`src/instrument_bus_pkg.sv`:
```
package instrument_bus_pkg;

  // ==========================================================
  // Register byte offsets
  localparam logic [11:0] OFS_CTRL = 12'h000;
  localparam logic [11:0] OFS_DATA = 12'h004;
  localparam logic [11:0] OFS_STATUS = 12'h008;
  localparam logic [11:0] OFS_EVENTS = 12'h00c;

  // ==========================================================
  // Control register fields
  localparam int CTRL_DIR_BIT = 0;
  localparam int CTRL_ADDR_BIT = 1;
  localparam int CTRL_SRQ_BIT = 2;
  localparam int CTRL_EOI_BIT = 3;
  localparam int CTRL_STROBE_BIT = 4;

  // ==========================================================
  // Status register fields
  localparam int STAT_ATN_BIT = 0;
  localparam int STAT_IFC_BIT = 1;
  localparam int STAT_NDAC_BIT = 2;
  localparam int STAT_HAND_BIT = 3;
  localparam int STAT_NOBODY_BIT = 4;
  localparam int STAT_EOI_BIT = 5;
  localparam int STAT_LISTEN_BIT = 6;

  // ==========================================================
  // Event capture fields
  localparam int EV_ATN_BIT = 0;
  localparam int EV_IFC_BIT = 1;
  localparam int EV_HAND_BIT = 2;
  localparam int EV_WIDTH = 3;

  // ==========================================================
  // Reset values
  localparam logic RST_DIR_LISTEN = 1'b1;
  localparam logic [7:0] RST_TX_BYTE = 8'h00;
  localparam logic [31:0] RST_RDATA = 32'h0000_0000;

  // ==========================================================
  // Timing
  localparam int CLK_PERIOD_NS = 10;
  localparam int DEB_TIME_NS = 20000;
  localparam int DEB_CYCLES_DEF = (DEB_TIME_NS + CLK_PERIOD_NS - 1) / CLK_PERIOD_NS;
  localparam int DEB_CNT_W = 12;

  // ==========================================================
  // AHB-Lite encodings
  localparam logic [1:0] HTRANS_NONSEQ = 2'h2;

endpackage

```
`src/instrument_bus_interface.sv`:
```
// Our own choices: the AHB-Lite interface to the registers and the address map.
`timescale 1ns/1ps
`default_nettype none

// What this block does
// - Receivers mirror lines; drive only when enabled
// - Bus lines active low, local side high
// - Never assert ATN, IFC or REN
// - Service request bit drives SRQ
// - Handshake drivers on when addressed or ATN
// - Data drivers only in talk without ATN
// - Received data passed only in listen
// - Source handshake output only in talk
// - Acceptor enable and event use direction
// - Filter both edges of four inputs
// - Capture ATN, IFC, handshake event edges
// - Flag set when NRFD and NDAC idle
// - Data port moves bytes; events raise flags
// - Strobe forwarded to source and acceptor
// - Event on listen with DAV, talk ready
// - ATN at once enables acceptor, blocks data
module instrument_bus_interface
#(
  parameter int DEB_CYCLES = instrument_bus_pkg::DEB_CYCLES_DEF
)
(
  // Clock and reset
  input wire logic core_clk,
  input wire logic arst_n,
  // AHB-Lite slave
  input wire logic hsel,
  input wire logic [31:0] haddr,
  input wire logic [1:0] htrans,
  input wire logic hwrite,
  input wire logic [2:0] hsize,
  input wire logic [31:0] hwdata,
  input wire logic hready,
  output logic [31:0] hrdata,
  output logic hreadyout,
  output logic hresp,
  // Data lines, active low, open collector
  input wire logic [7:0] dio_n_line,
  output logic [7:0] dio_n_drive,
  output logic [7:0] dio_drive_en,
  // Transfer lines, active low, open collector
  input wire logic dav_n_line,
  output logic dav_n_drive,
  output logic dav_drive_en,
  input wire logic nrfd_n_line,
  output logic nrfd_n_drive,
  output logic nrfd_drive_en,
  input wire logic ndac_n_line,
  output logic ndac_n_drive,
  output logic ndac_drive_en,
  input wire logic eoi_n_line,
  output logic eoi_n_drive,
  output logic eoi_drive_en,
  // Management lines, active low, open collector
  input wire logic atn_n_line,
  output logic atn_n_drive,
  output logic atn_drive_en,
  input wire logic ifc_n_line,
  output logic ifc_n_drive,
  output logic ifc_drive_en,
  output logic ren_n_drive,
  output logic ren_drive_en,
  output logic srq_n_drive,
  output logic srq_drive_en
);
  import instrument_bus_pkg::*;

  // ==========================================================
  // Control state
  logic direction_select_bit;
  logic addressed_bit;
  logic srq_req;
  logic eoi_req;
  logic [7:0] tx_byte;
  logic handshake_strobe;

  // Bus line levels seen from the local side, active high
  logic atn_act;
  logic dav_act;
  logic nrfd_act;
  logic ndac_act;
  logic eoi_act;
  logic ifc_act;
  logic [7:0] rx_byte;

  // Steering
  logic listen;
  logic talk;
  logic hs_enable;
  logic ah_enable;
  logic hand_raw;

  // Filtered levels and their previous values
  logic atn_clean;
  logic ifc_clean;
  logic ndac_clean;
  logic hand_clean;
  logic atn_prev;
  logic ifc_prev;
  logic hand_prev;
  logic [EV_WIDTH-1:0] events;
  logic [EV_WIDTH-1:0] ev_set;
  logic [EV_WIDTH-1:0] ev_clr;

  // Handshake state
  logic sh_dav;
  logic ah_hold;
  logic nobody;

  // Bus slave
  logic take;
  logic wr_pend;
  logic [11:0] wr_addr;
  logic [31:0] next_rdata;

  // ==========================================================
  // Receive side inversion
  assign atn_act = ~atn_n_line;
  assign ifc_act = ~ifc_n_line;
  assign dav_act = ~dav_n_line;
  assign nrfd_act = ~nrfd_n_line;
  assign ndac_act = ~ndac_n_line;
  assign eoi_act = ~eoi_n_line;
  assign rx_byte = ~dio_n_line;

  // ==========================================================
  // Listen/talk steering; raw ATN acts without waiting for the filter
  assign listen = direction_select_bit | atn_act;
  assign talk = ~listen;
  assign hs_enable = addressed_bit | atn_act;
  assign ah_enable = direction_select_bit | atn_act;
  assign hand_raw = (direction_select_bit & dav_act) | (~direction_select_bit & ~nrfd_act);

  // ==========================================================
  // Filters for ATN, IFC, NDAC and the handshake event
  line_debounce #(.STABLE_CYCLES(DEB_CYCLES)) u_deb_atn
  (
    .core_clk(core_clk),
    .arst_n(arst_n),
    .raw(atn_act),
    .clean(atn_clean)
  );

  line_debounce #(.STABLE_CYCLES(DEB_CYCLES)) u_deb_ifc
  (
    .core_clk(core_clk),
    .arst_n(arst_n),
    .raw(ifc_act),
    .clean(ifc_clean)
  );

  line_debounce #(.STABLE_CYCLES(DEB_CYCLES)) u_deb_ndac
  (
    .core_clk(core_clk),
    .arst_n(arst_n),
    .raw(ndac_act),
    .clean(ndac_clean)
  );

  line_debounce #(.STABLE_CYCLES(DEB_CYCLES)) u_deb_hand
  (
    .core_clk(core_clk),
    .arst_n(arst_n),
    .raw(hand_raw),
    .clean(hand_clean)
  );

  // ==========================================================
  // Edge capture; a pulse shorter than a poll interval still leaves a flag
  assign ev_set[EV_ATN_BIT] = atn_clean ^ atn_prev;
  assign ev_set[EV_IFC_BIT] = ifc_clean & ~ifc_prev;
  assign ev_set[EV_HAND_BIT] = hand_clean & ~hand_prev;
  assign ev_clr = (wr_pend && wr_addr == OFS_EVENTS) ? hwdata[EV_WIDTH-1:0] : '0;

  always_ff @(posedge core_clk or negedge arst_n)
  begin
    if (!arst_n)
    begin
      atn_prev <= 1'b0;
      ifc_prev <= 1'b0;
      hand_prev <= 1'b0;
    end
    else
    begin
      atn_prev <= atn_clean;
      ifc_prev <= ifc_clean;
      hand_prev <= hand_clean;
    end
  end

  // Set beats clear so an edge in the clearing cycle survives
  always_ff @(posedge core_clk or negedge arst_n)
  begin
    if (!arst_n)
    begin
      events <= '0;
    end
    else
    begin
      events <= ev_set | (events & ~ev_clr);
    end
  end

  // ==========================================================
  // No-listener detector
  always_ff @(posedge core_clk or negedge arst_n)
  begin
    if (!arst_n)
    begin
      nobody <= 1'b0;
    end
    else
    begin
      nobody <= ~nrfd_act & ~ndac_act;
    end
  end

  // ==========================================================
  // Source handshake: strobe raises DAV, accepted data drops it
  always_ff @(posedge core_clk or negedge arst_n)
  begin
    if (!arst_n)
    begin
      sh_dav <= 1'b0;
    end
    else if (listen)
    begin
      sh_dav <= 1'b0;
    end
    else if (handshake_strobe)
    begin
      sh_dav <= 1'b1;
    end
    else if (!ndac_clean)
    begin
      sh_dav <= 1'b0;
    end
  end

  // Acceptor hold: NDAC stays until the processor strobes after reading
  always_ff @(posedge core_clk or negedge arst_n)
  begin
    if (!arst_n)
    begin
      ah_hold <= 1'b1;
    end
    else if (!dav_act)
    begin
      ah_hold <= 1'b1;
    end
    else if (handshake_strobe && listen)
    begin
      ah_hold <= 1'b0;
    end
  end

  // ==========================================================
  // Line drivers; pulling low is the only drive, enables pick who pulls
  always_ff @(posedge core_clk or negedge arst_n)
  begin
    if (!arst_n)
    begin
      dio_drive_en <= '0;
      dav_drive_en <= 1'b0;
      nrfd_drive_en <= 1'b0;
      ndac_drive_en <= 1'b0;
      eoi_drive_en <= 1'b0;
      srq_drive_en <= 1'b0;
    end
    else
    begin
      dio_drive_en <= (talk & ~atn_act) ? tx_byte : '0;
      dav_drive_en <= hs_enable & talk & sh_dav;
      nrfd_drive_en <= hs_enable & ah_enable & (dav_act | hand_clean);
      ndac_drive_en <= hs_enable & ah_enable & ah_hold;
      eoi_drive_en <= hs_enable & talk & eoi_req;
      srq_drive_en <= srq_req;
    end
  end

  // Management lines that this device may never assert
  always_ff @(posedge core_clk or negedge arst_n)
  begin
    if (!arst_n)
    begin
      atn_drive_en <= 1'b0;
      ifc_drive_en <= 1'b0;
      ren_drive_en <= 1'b0;
    end
    else
    begin
      atn_drive_en <= 1'b0;
      ifc_drive_en <= 1'b0;
      ren_drive_en <= 1'b0;
    end
  end

  // Drive values are always low, a released line floats high
  always_ff @(posedge core_clk or negedge arst_n)
  begin
    if (!arst_n)
    begin
      dio_n_drive <= '0;
      dav_n_drive <= 1'b0;
      nrfd_n_drive <= 1'b0;
      ndac_n_drive <= 1'b0;
      eoi_n_drive <= 1'b0;
      atn_n_drive <= 1'b0;
      ifc_n_drive <= 1'b0;
      ren_n_drive <= 1'b0;
      srq_n_drive <= 1'b0;
    end
    else
    begin
      dio_n_drive <= '0;
      dav_n_drive <= 1'b0;
      nrfd_n_drive <= 1'b0;
      ndac_n_drive <= 1'b0;
      eoi_n_drive <= 1'b0;
      atn_n_drive <= 1'b0;
      ifc_n_drive <= 1'b0;
      ren_n_drive <= 1'b0;
      srq_n_drive <= 1'b0;
    end
  end

  // ==========================================================
  // AHB-Lite slave, zero wait states, always OKAY
  assign take = hsel & hready & (htrans == HTRANS_NONSEQ | htrans == 2'h3);

  always_ff @(posedge core_clk or negedge arst_n)
  begin
    if (!arst_n)
    begin
      hreadyout <= 1'b0;
      hresp <= 1'b0;
    end
    else
    begin
      hreadyout <= 1'b1;
      hresp <= 1'b0;
    end
  end

  // Address phase of a write is held for its data phase
  always_ff @(posedge core_clk or negedge arst_n)
  begin
    if (!arst_n)
    begin
      wr_pend <= 1'b0;
      wr_addr <= '0;
    end
    else
    begin
      wr_pend <= take & hwrite;
      wr_addr <= haddr[11:0];
    end
  end

  // Read data is chosen in the address phase and stands in the data phase
  always_comb
  begin
    next_rdata = RST_RDATA;
    case (haddr[11:0])
      OFS_CTRL:
      begin
        next_rdata[CTRL_DIR_BIT] = direction_select_bit;
        next_rdata[CTRL_ADDR_BIT] = addressed_bit;
        next_rdata[CTRL_SRQ_BIT] = srq_req;
        next_rdata[CTRL_EOI_BIT] = eoi_req;
      end
      OFS_DATA:
      begin
        next_rdata[7:0] = listen ? rx_byte : 8'h00;
      end
      OFS_STATUS:
      begin
        next_rdata[STAT_ATN_BIT] = atn_clean;
        next_rdata[STAT_IFC_BIT] = ifc_clean;
        next_rdata[STAT_NDAC_BIT] = ndac_clean;
        next_rdata[STAT_HAND_BIT] = hand_clean;
        next_rdata[STAT_NOBODY_BIT] = nobody;
        next_rdata[STAT_EOI_BIT] = eoi_act & listen;
        next_rdata[STAT_LISTEN_BIT] = listen;
      end
      OFS_EVENTS:
      begin
        next_rdata[EV_WIDTH-1:0] = events;
      end
      default:
      begin
        next_rdata = RST_RDATA;
      end
    endcase
  end

  always_ff @(posedge core_clk or negedge arst_n)
  begin
    if (!arst_n)
    begin
      hrdata <= RST_RDATA;
    end
    else if (take && !hwrite)
    begin
      hrdata <= next_rdata;
    end
  end

  // ==========================================================
  // Control and data registers written by software
  always_ff @(posedge core_clk or negedge arst_n)
  begin
    if (!arst_n)
    begin
      direction_select_bit <= RST_DIR_LISTEN;
      addressed_bit <= 1'b0;
      srq_req <= 1'b0;
      eoi_req <= 1'b0;
    end
    else if (wr_pend && wr_addr == OFS_CTRL)
    begin
      direction_select_bit <= hwdata[CTRL_DIR_BIT];
      addressed_bit <= hwdata[CTRL_ADDR_BIT];
      srq_req <= hwdata[CTRL_SRQ_BIT];
      eoi_req <= hwdata[CTRL_EOI_BIT];
    end
  end

  always_ff @(posedge core_clk or negedge arst_n)
  begin
    if (!arst_n)
    begin
      tx_byte <= RST_TX_BYTE;
    end
    else if (wr_pend && wr_addr == OFS_DATA)
    begin
      tx_byte <= hwdata[7:0];
    end
  end

  // Strobe is a one-cycle pulse, it never reads back
  always_ff @(posedge core_clk or negedge arst_n)
  begin
    if (!arst_n)
    begin
      handshake_strobe <= 1'b0;
    end
    else
    begin
      handshake_strobe <= wr_pend & (wr_addr == OFS_CTRL) & hwdata[CTRL_STROBE_BIT];
    end
  end

endmodule

`default_nettype wire

```
`src/line_debounce.sv`:
```
`timescale 1ns/1ps
`default_nettype none

module line_debounce
#(
  parameter int STABLE_CYCLES = instrument_bus_pkg::DEB_CYCLES_DEF
)
(
  // Clock and reset
  input wire logic core_clk,
  input wire logic arst_n,
  // Raw level and its filtered copy
  input wire logic raw,
  output logic clean
);
  import instrument_bus_pkg::*;

  logic sync_a;
  logic sync_b;
  logic [DEB_CNT_W-1:0] count;

  // Two-stage synchroniser; only the second stage is looked at
  always_ff @(posedge core_clk or negedge arst_n)
  begin
    if (!arst_n)
    begin
      sync_a <= 1'b0;
      sync_b <= 1'b0;
    end
    else
    begin
      sync_a <= raw;
      sync_b <= sync_a;
    end
  end

  // Both edges must hold steady the full window, so ringing never passes
  always_ff @(posedge core_clk or negedge arst_n)
  begin
    if (!arst_n)
    begin
      count <= '0;
      clean <= 1'b0;
    end
    else if (sync_b == clean)
    begin
      count <= '0;
    end
    else if (count == DEB_CNT_W'(STABLE_CYCLES - 1))
    begin
      count <= '0;
      clean <= sync_b;
    end
    else
    begin
      count <= count + 1'b1;
    end
  end

endmodule

`default_nettype wire

```
`config.mk`:
```
export PLATFORM = sky130hd
export DESIGN_NAME = instrument_bus_interface
export DESIGN_NICKNAME = d
export VERILOG_FILES = /design/src/instrument_bus_pkg.sv /design/src/instrument_bus_interface.sv /design/src/line_debounce.sv
export SDC_FILE = /design/constraint.sdc
export NUM_CORES = 1
export LEC_CHECK = 0
export ABC_CLOCK_PERIOD_IN_PS = 6200
export BUFFER_PORTS_ARGS = -buffer_cell sky130_fd_sc_hd__buf_2
export CORE_AREA = 2 2 126 128
export DETAILED_ROUTE_END_ITERATION = 8
export DIE_AREA = 0 0 128 130
export GPL_TIMING_DRIVEN = 1
export SETUP_SLACK_MARGIN = 0.15
export SLEW_MARGIN = 20
export SYNTH_ARGS = -nofsm -noshare
export SYNTH_HDL_FRONTEND = slang
export SYNTH_HIERARCHICAL = 1
export SYNTH_SLANG_ARGS = --single-unit
```
`constraint.sdc`:
```
create_clock -name core_clk -period 6.2 [get_ports core_clk]
set_input_delay 0.62 -clock core_clk [delete_from_list [all_inputs] [get_ports core_clk]]
set_output_delay 0.62 -clock core_clk [all_outputs]
set_load 0.1 [all_outputs]
```
==> out/metrics.csv <==
stage;metric;value;unit
run_status;status;finished clean;
yosys;multiplexer share of the synthesized area;3.97;%
placed_design;GPL Wtd Cong;0.757;
drt;vias per cell;4.95;
placed_design;hpwl dp;7410;um
sta;count of final setup violators;0;
clock_tree;Inserted Clock Buffers;17;
critical_path;Worst path max stage delay;0.70;ns
yosys;Post-Synthesis Cells;464;
critical_path;startpoint class of the critical path;flop;
yosys;Post-Syn Area;5290;um^2
placed_design;placed insts;708;
final_layout;most frequent cells in the layout;dfrtp_1 (115), buf_2 (60), conb_1 (45);
yosys;EDFF count, synth;0;
sta;Worst-Margin Slew;0.807;ns
power;share of power burned in registers;39.4;%
yosys;main combinational cell family by area after synthesis;simple AND/OR/NAND/NOR gates;
sta;Final Cycle Share;35.2;%
critical_path;Setup crit end kind;flop;
drt;wire per inst;14.6;um
sta;RSZ-0062 raised after global routing;false;
power;Leakage;0.00283;uW
sta;Final Max Tran Viols;0;
placed_design;port bufs;61;
clock_tree;clock-pin slew on the worst setup and hold paths;0.05;ns
clock_tree;Sink Count;117;
final_layout;number of fill cells;1508;
critical_path;CP top delay family;simple AND/OR/NAND/NOR gates;
critical_path;largest fanout on the critical path;8;
clock_tree;Clock Tree Buf Depth;2;
sta;setup_tns;0;ns
sta;Fmax achieved;0.458;GHz
power;switching power share of the total;25.9;%
global_routing;met3 Track Usage GR;4.47;%
yosys;warnings from Yosys;6;
yosys;Synth Area in XOR/XNOR;2.81;%
clock_tree;Clk Latency, worst-skew pair;0.41;ns
sta;Final Hold Fails;0;
clock_tree;CTS root buffer;clkbuf_16;
drt;WL final;10800;um
global_routing;Tot GR Track Use;13.9;%
critical_path;crit path DAT;2.47;ns
power;P per Cell Area;321;nW/um^2
yosys;Unique masters post-synth;47;
yosys;Synth Register Bits;117;
die;Starting Density;34.3;%
yosys;Avg Cell Area, Syn;11.4;um^2
final_layout;Final Non-Filler Cells;740;
die;die width;128;um
sta;Tmin final;2.18;ns
critical_path;crit path buf inv count;0;
clock_tree;Setup Buffers After CTS;0;
die;num rows;46;
power;Internal;1480;uW
yosys;Synth Area in Simple Gates;16.8;%
critical_path;slowest CP cell;or4b_1;
critical_path;critical path type;flop to flop;
critical_path;reg-to-reg setup timing slack;4.02;ns
yosys;complex-gate fraction of the synthesized area;11.4;%
final_layout;# diodes;0;
drt;DRC;0;
flow_run;Max Cap Viol;0;
global_routing;number of global-route vias before repair;3697;
drt;drt initial violations;233;
power;maximum VDD drop;0.000158;V
yosys;Top FF cell, synth;dfrtp_1;
power;Comb power frac;9.6;%
die;Die Area;16600;um^2
global_routing;largest net degree at the start of global routing;65;
drt;First-pass DRT Iterations;6;
final_layout;Nets;627;
drt;post-route ant nets;0;
global_routing;GR peak layer;met2;
clock_tree;cts repair resizes;0;
final_layout;ratio of cells with drive above 1 in the final layout;22.4;%
yosys;Seq/Total Area, Yosys;55.4;%
clock_tree;CTS tree;yes;
global_routing;initial antenna violation count;0;
power;sw power;520;uW
clock_tree;Max H-tree Level;4;
final_layout;multi-input logic area;2070;um^2
die;Die Ht;130;um
power;Clock power frac;51.0;%
yosys;Adder-Cell Fraction of Synth Area;0.946;%
min_path;worst hold path class;input port to async pin;
global_routing;first-pass GRT wire length;17900;um
drt;via count;3664;
die;CORE AREA;15400;um^2
clock_tree;hold buffers post-CTS;0;
critical_path;Worst Path Required;6.49;ns
global_routing;met1 Usage GRT;17.1;%
global_routing;grt met2 use;21.8;%
sta;Fin Clk Skew;0.00544;ns
global_routing;remaining global-route overflow;0;
final_layout;FF/Latch Area;2930;um^2
die;Ports;154;
final_layout;leading cell type in the layout, fill and taps excluded;dfrtp_1;
yosys;ys async rst share;100;%
critical_path;worst path cell trace;or4b_1 -> nor4_4 -> mux2_2;
final_layout;Area growth syn-to-layout;17.9;%
sta;slew margin rel.;46.2;%
## per-layer routing
layer | wire, um | share of wire (%) | vias up
met5 | 0 | 0 | -
met1 | 4680 | 43 | 1805
met3 | 637 | 5.9 | 27
li1 | - | - | 1733
met2 | 5100 | 47 | 99
met4 | 418 | 3.9 | 0
## cell families after synthesis
family / Yosys count
buffers and inverters: 68
XOR/XNOR: 17
multiplexers: 19
other: 2
adder cells (fa/ha/maj): 4
AND/OR/NAND/NOR: 150
AO/OA/AOI/OAI: 87
flip-flops: 117
## cell type report
class / count / share of cell area (%)
Inverter: 14 / 0.842
Sequential cell: 117 / 47.0
Timing Repair Buffer: 63 / 5.17
Clock inverter: 13 / 2.91
Tap cell: 192 / 3.85
Clock buffer: 19 / 7.10
Multi-Input combinational cell: 322 / 33.2
## metrics by stage
stage / total power (uW) / util, % / worst slack [ns] / hold WS (ns) / cell area, um^2
after floorplan: 978 / - / 4.25 / 0.324 / 5450
after global placement: 994 / 36.4 / 3.75 / 0.337 / 5620
after detailed placement: 996 / 36.4 / 3.64 / 0.336 / 5620
after CTS: 2030 / 40.5 / 3.98 / 0.309 / 6240
after global routing: 2080 / 40.5 / 3.90 / 0.308 / 6240
final: 2000 / 40.5 / 4.02 / 0.312 / 6240
## worst paths after layout
check	from	depth (start not counted)	end
worst max-delay path	wr_addr[8]	3	tx_byte[5]
worst min-delay path	arst_n	1	dio_drive_en[7]
worst max register to register	wr_addr[8]	3	tx_byte[5]
worst min register to register	u_deb_ndac/sync_a	0	u_deb_ndac/sync_b
max in group asynchronous	arst_n	2	tx_byte[0]
min in group core_clk	haddr[1]	1	wr_addr[1]
## registers in the layout (all words and copies together), names as in the netlist, 3 cells and up
register and cells:
tx_byte 8, u_deb_hand/count 12, u_deb_ndac/count 12, u_deb_atn/count 12
u_deb_ifc/count 12, hrdata 8, events 3, wr_addr 12
dio_drive_en 8
## synth_stat cells (2+ instances only)
library cell | count | area [um^2]
dfrtp_1 | 115 | 2880
buf_4 | 44 | 330
a21oi_1 | 31 | 155
nand2_1 | 23 | 86.3
nor2_1 | 23 | 86.3
nand3_1 | 22 | 110
o21ai_0 | 18 | 90.1
mux2_2 | 16 | 180
o31ai_1 | 16 | 120
or3_1 | 16 | 100
inv_1 | 14 | 52.6
or4_1 | 14 | 105
nand4_1 | 12 | 75.1
xor2_1 | 12 | 105
and2_1 | 8 | 50.1
nor2b_1 | 5 | 31.3
nor3_1 | 5 | 25.0
xnor2_1 | 5 | 43.8
buf_6 | 4 | 45.0
ha_1 | 4 | 50.1
nand2b_1 | 4 | 25.0
o31ai_4 | 4 | 85.1
o41ai_1 | 4 | 35.0
or4b_4 | 4 | 55.1
and3_1 | 3 | 18.8
clkbuf_1 | 3 | 11.3
mux2i_1 | 3 | 30.0
nor4_1 | 3 | 18.8
a211oi_1 | 2 | 15.0
buf_2 | 2 | 10.0
conb_1 | 2 | 7.51
dfstp_2 | 2 | 52.6
nand4b_1 | 2 | 17.5
nor4_4 | 2 | 42.5
o21a_1 | 2 | 15.0
o221ai_1 | 2 | 17.5
o311a_1 | 2 | 20.0
o32a_1 | 2 | 20.0
## power by group through the flow
stage / clock (uW) / sequential, uW / combinational [uW]
6_report: 1020 / 790 / 193
5_1_grt: 1090 / 791 / 204
4_1_cts: 1050 / 790 / 194
3_5_place_dp: 0 / 802 / 194
3_3_place_gp: 0 / 802 / 192
2_1_floorplan: 0 / 808 / 170
(Power assumes the default switching activity.)
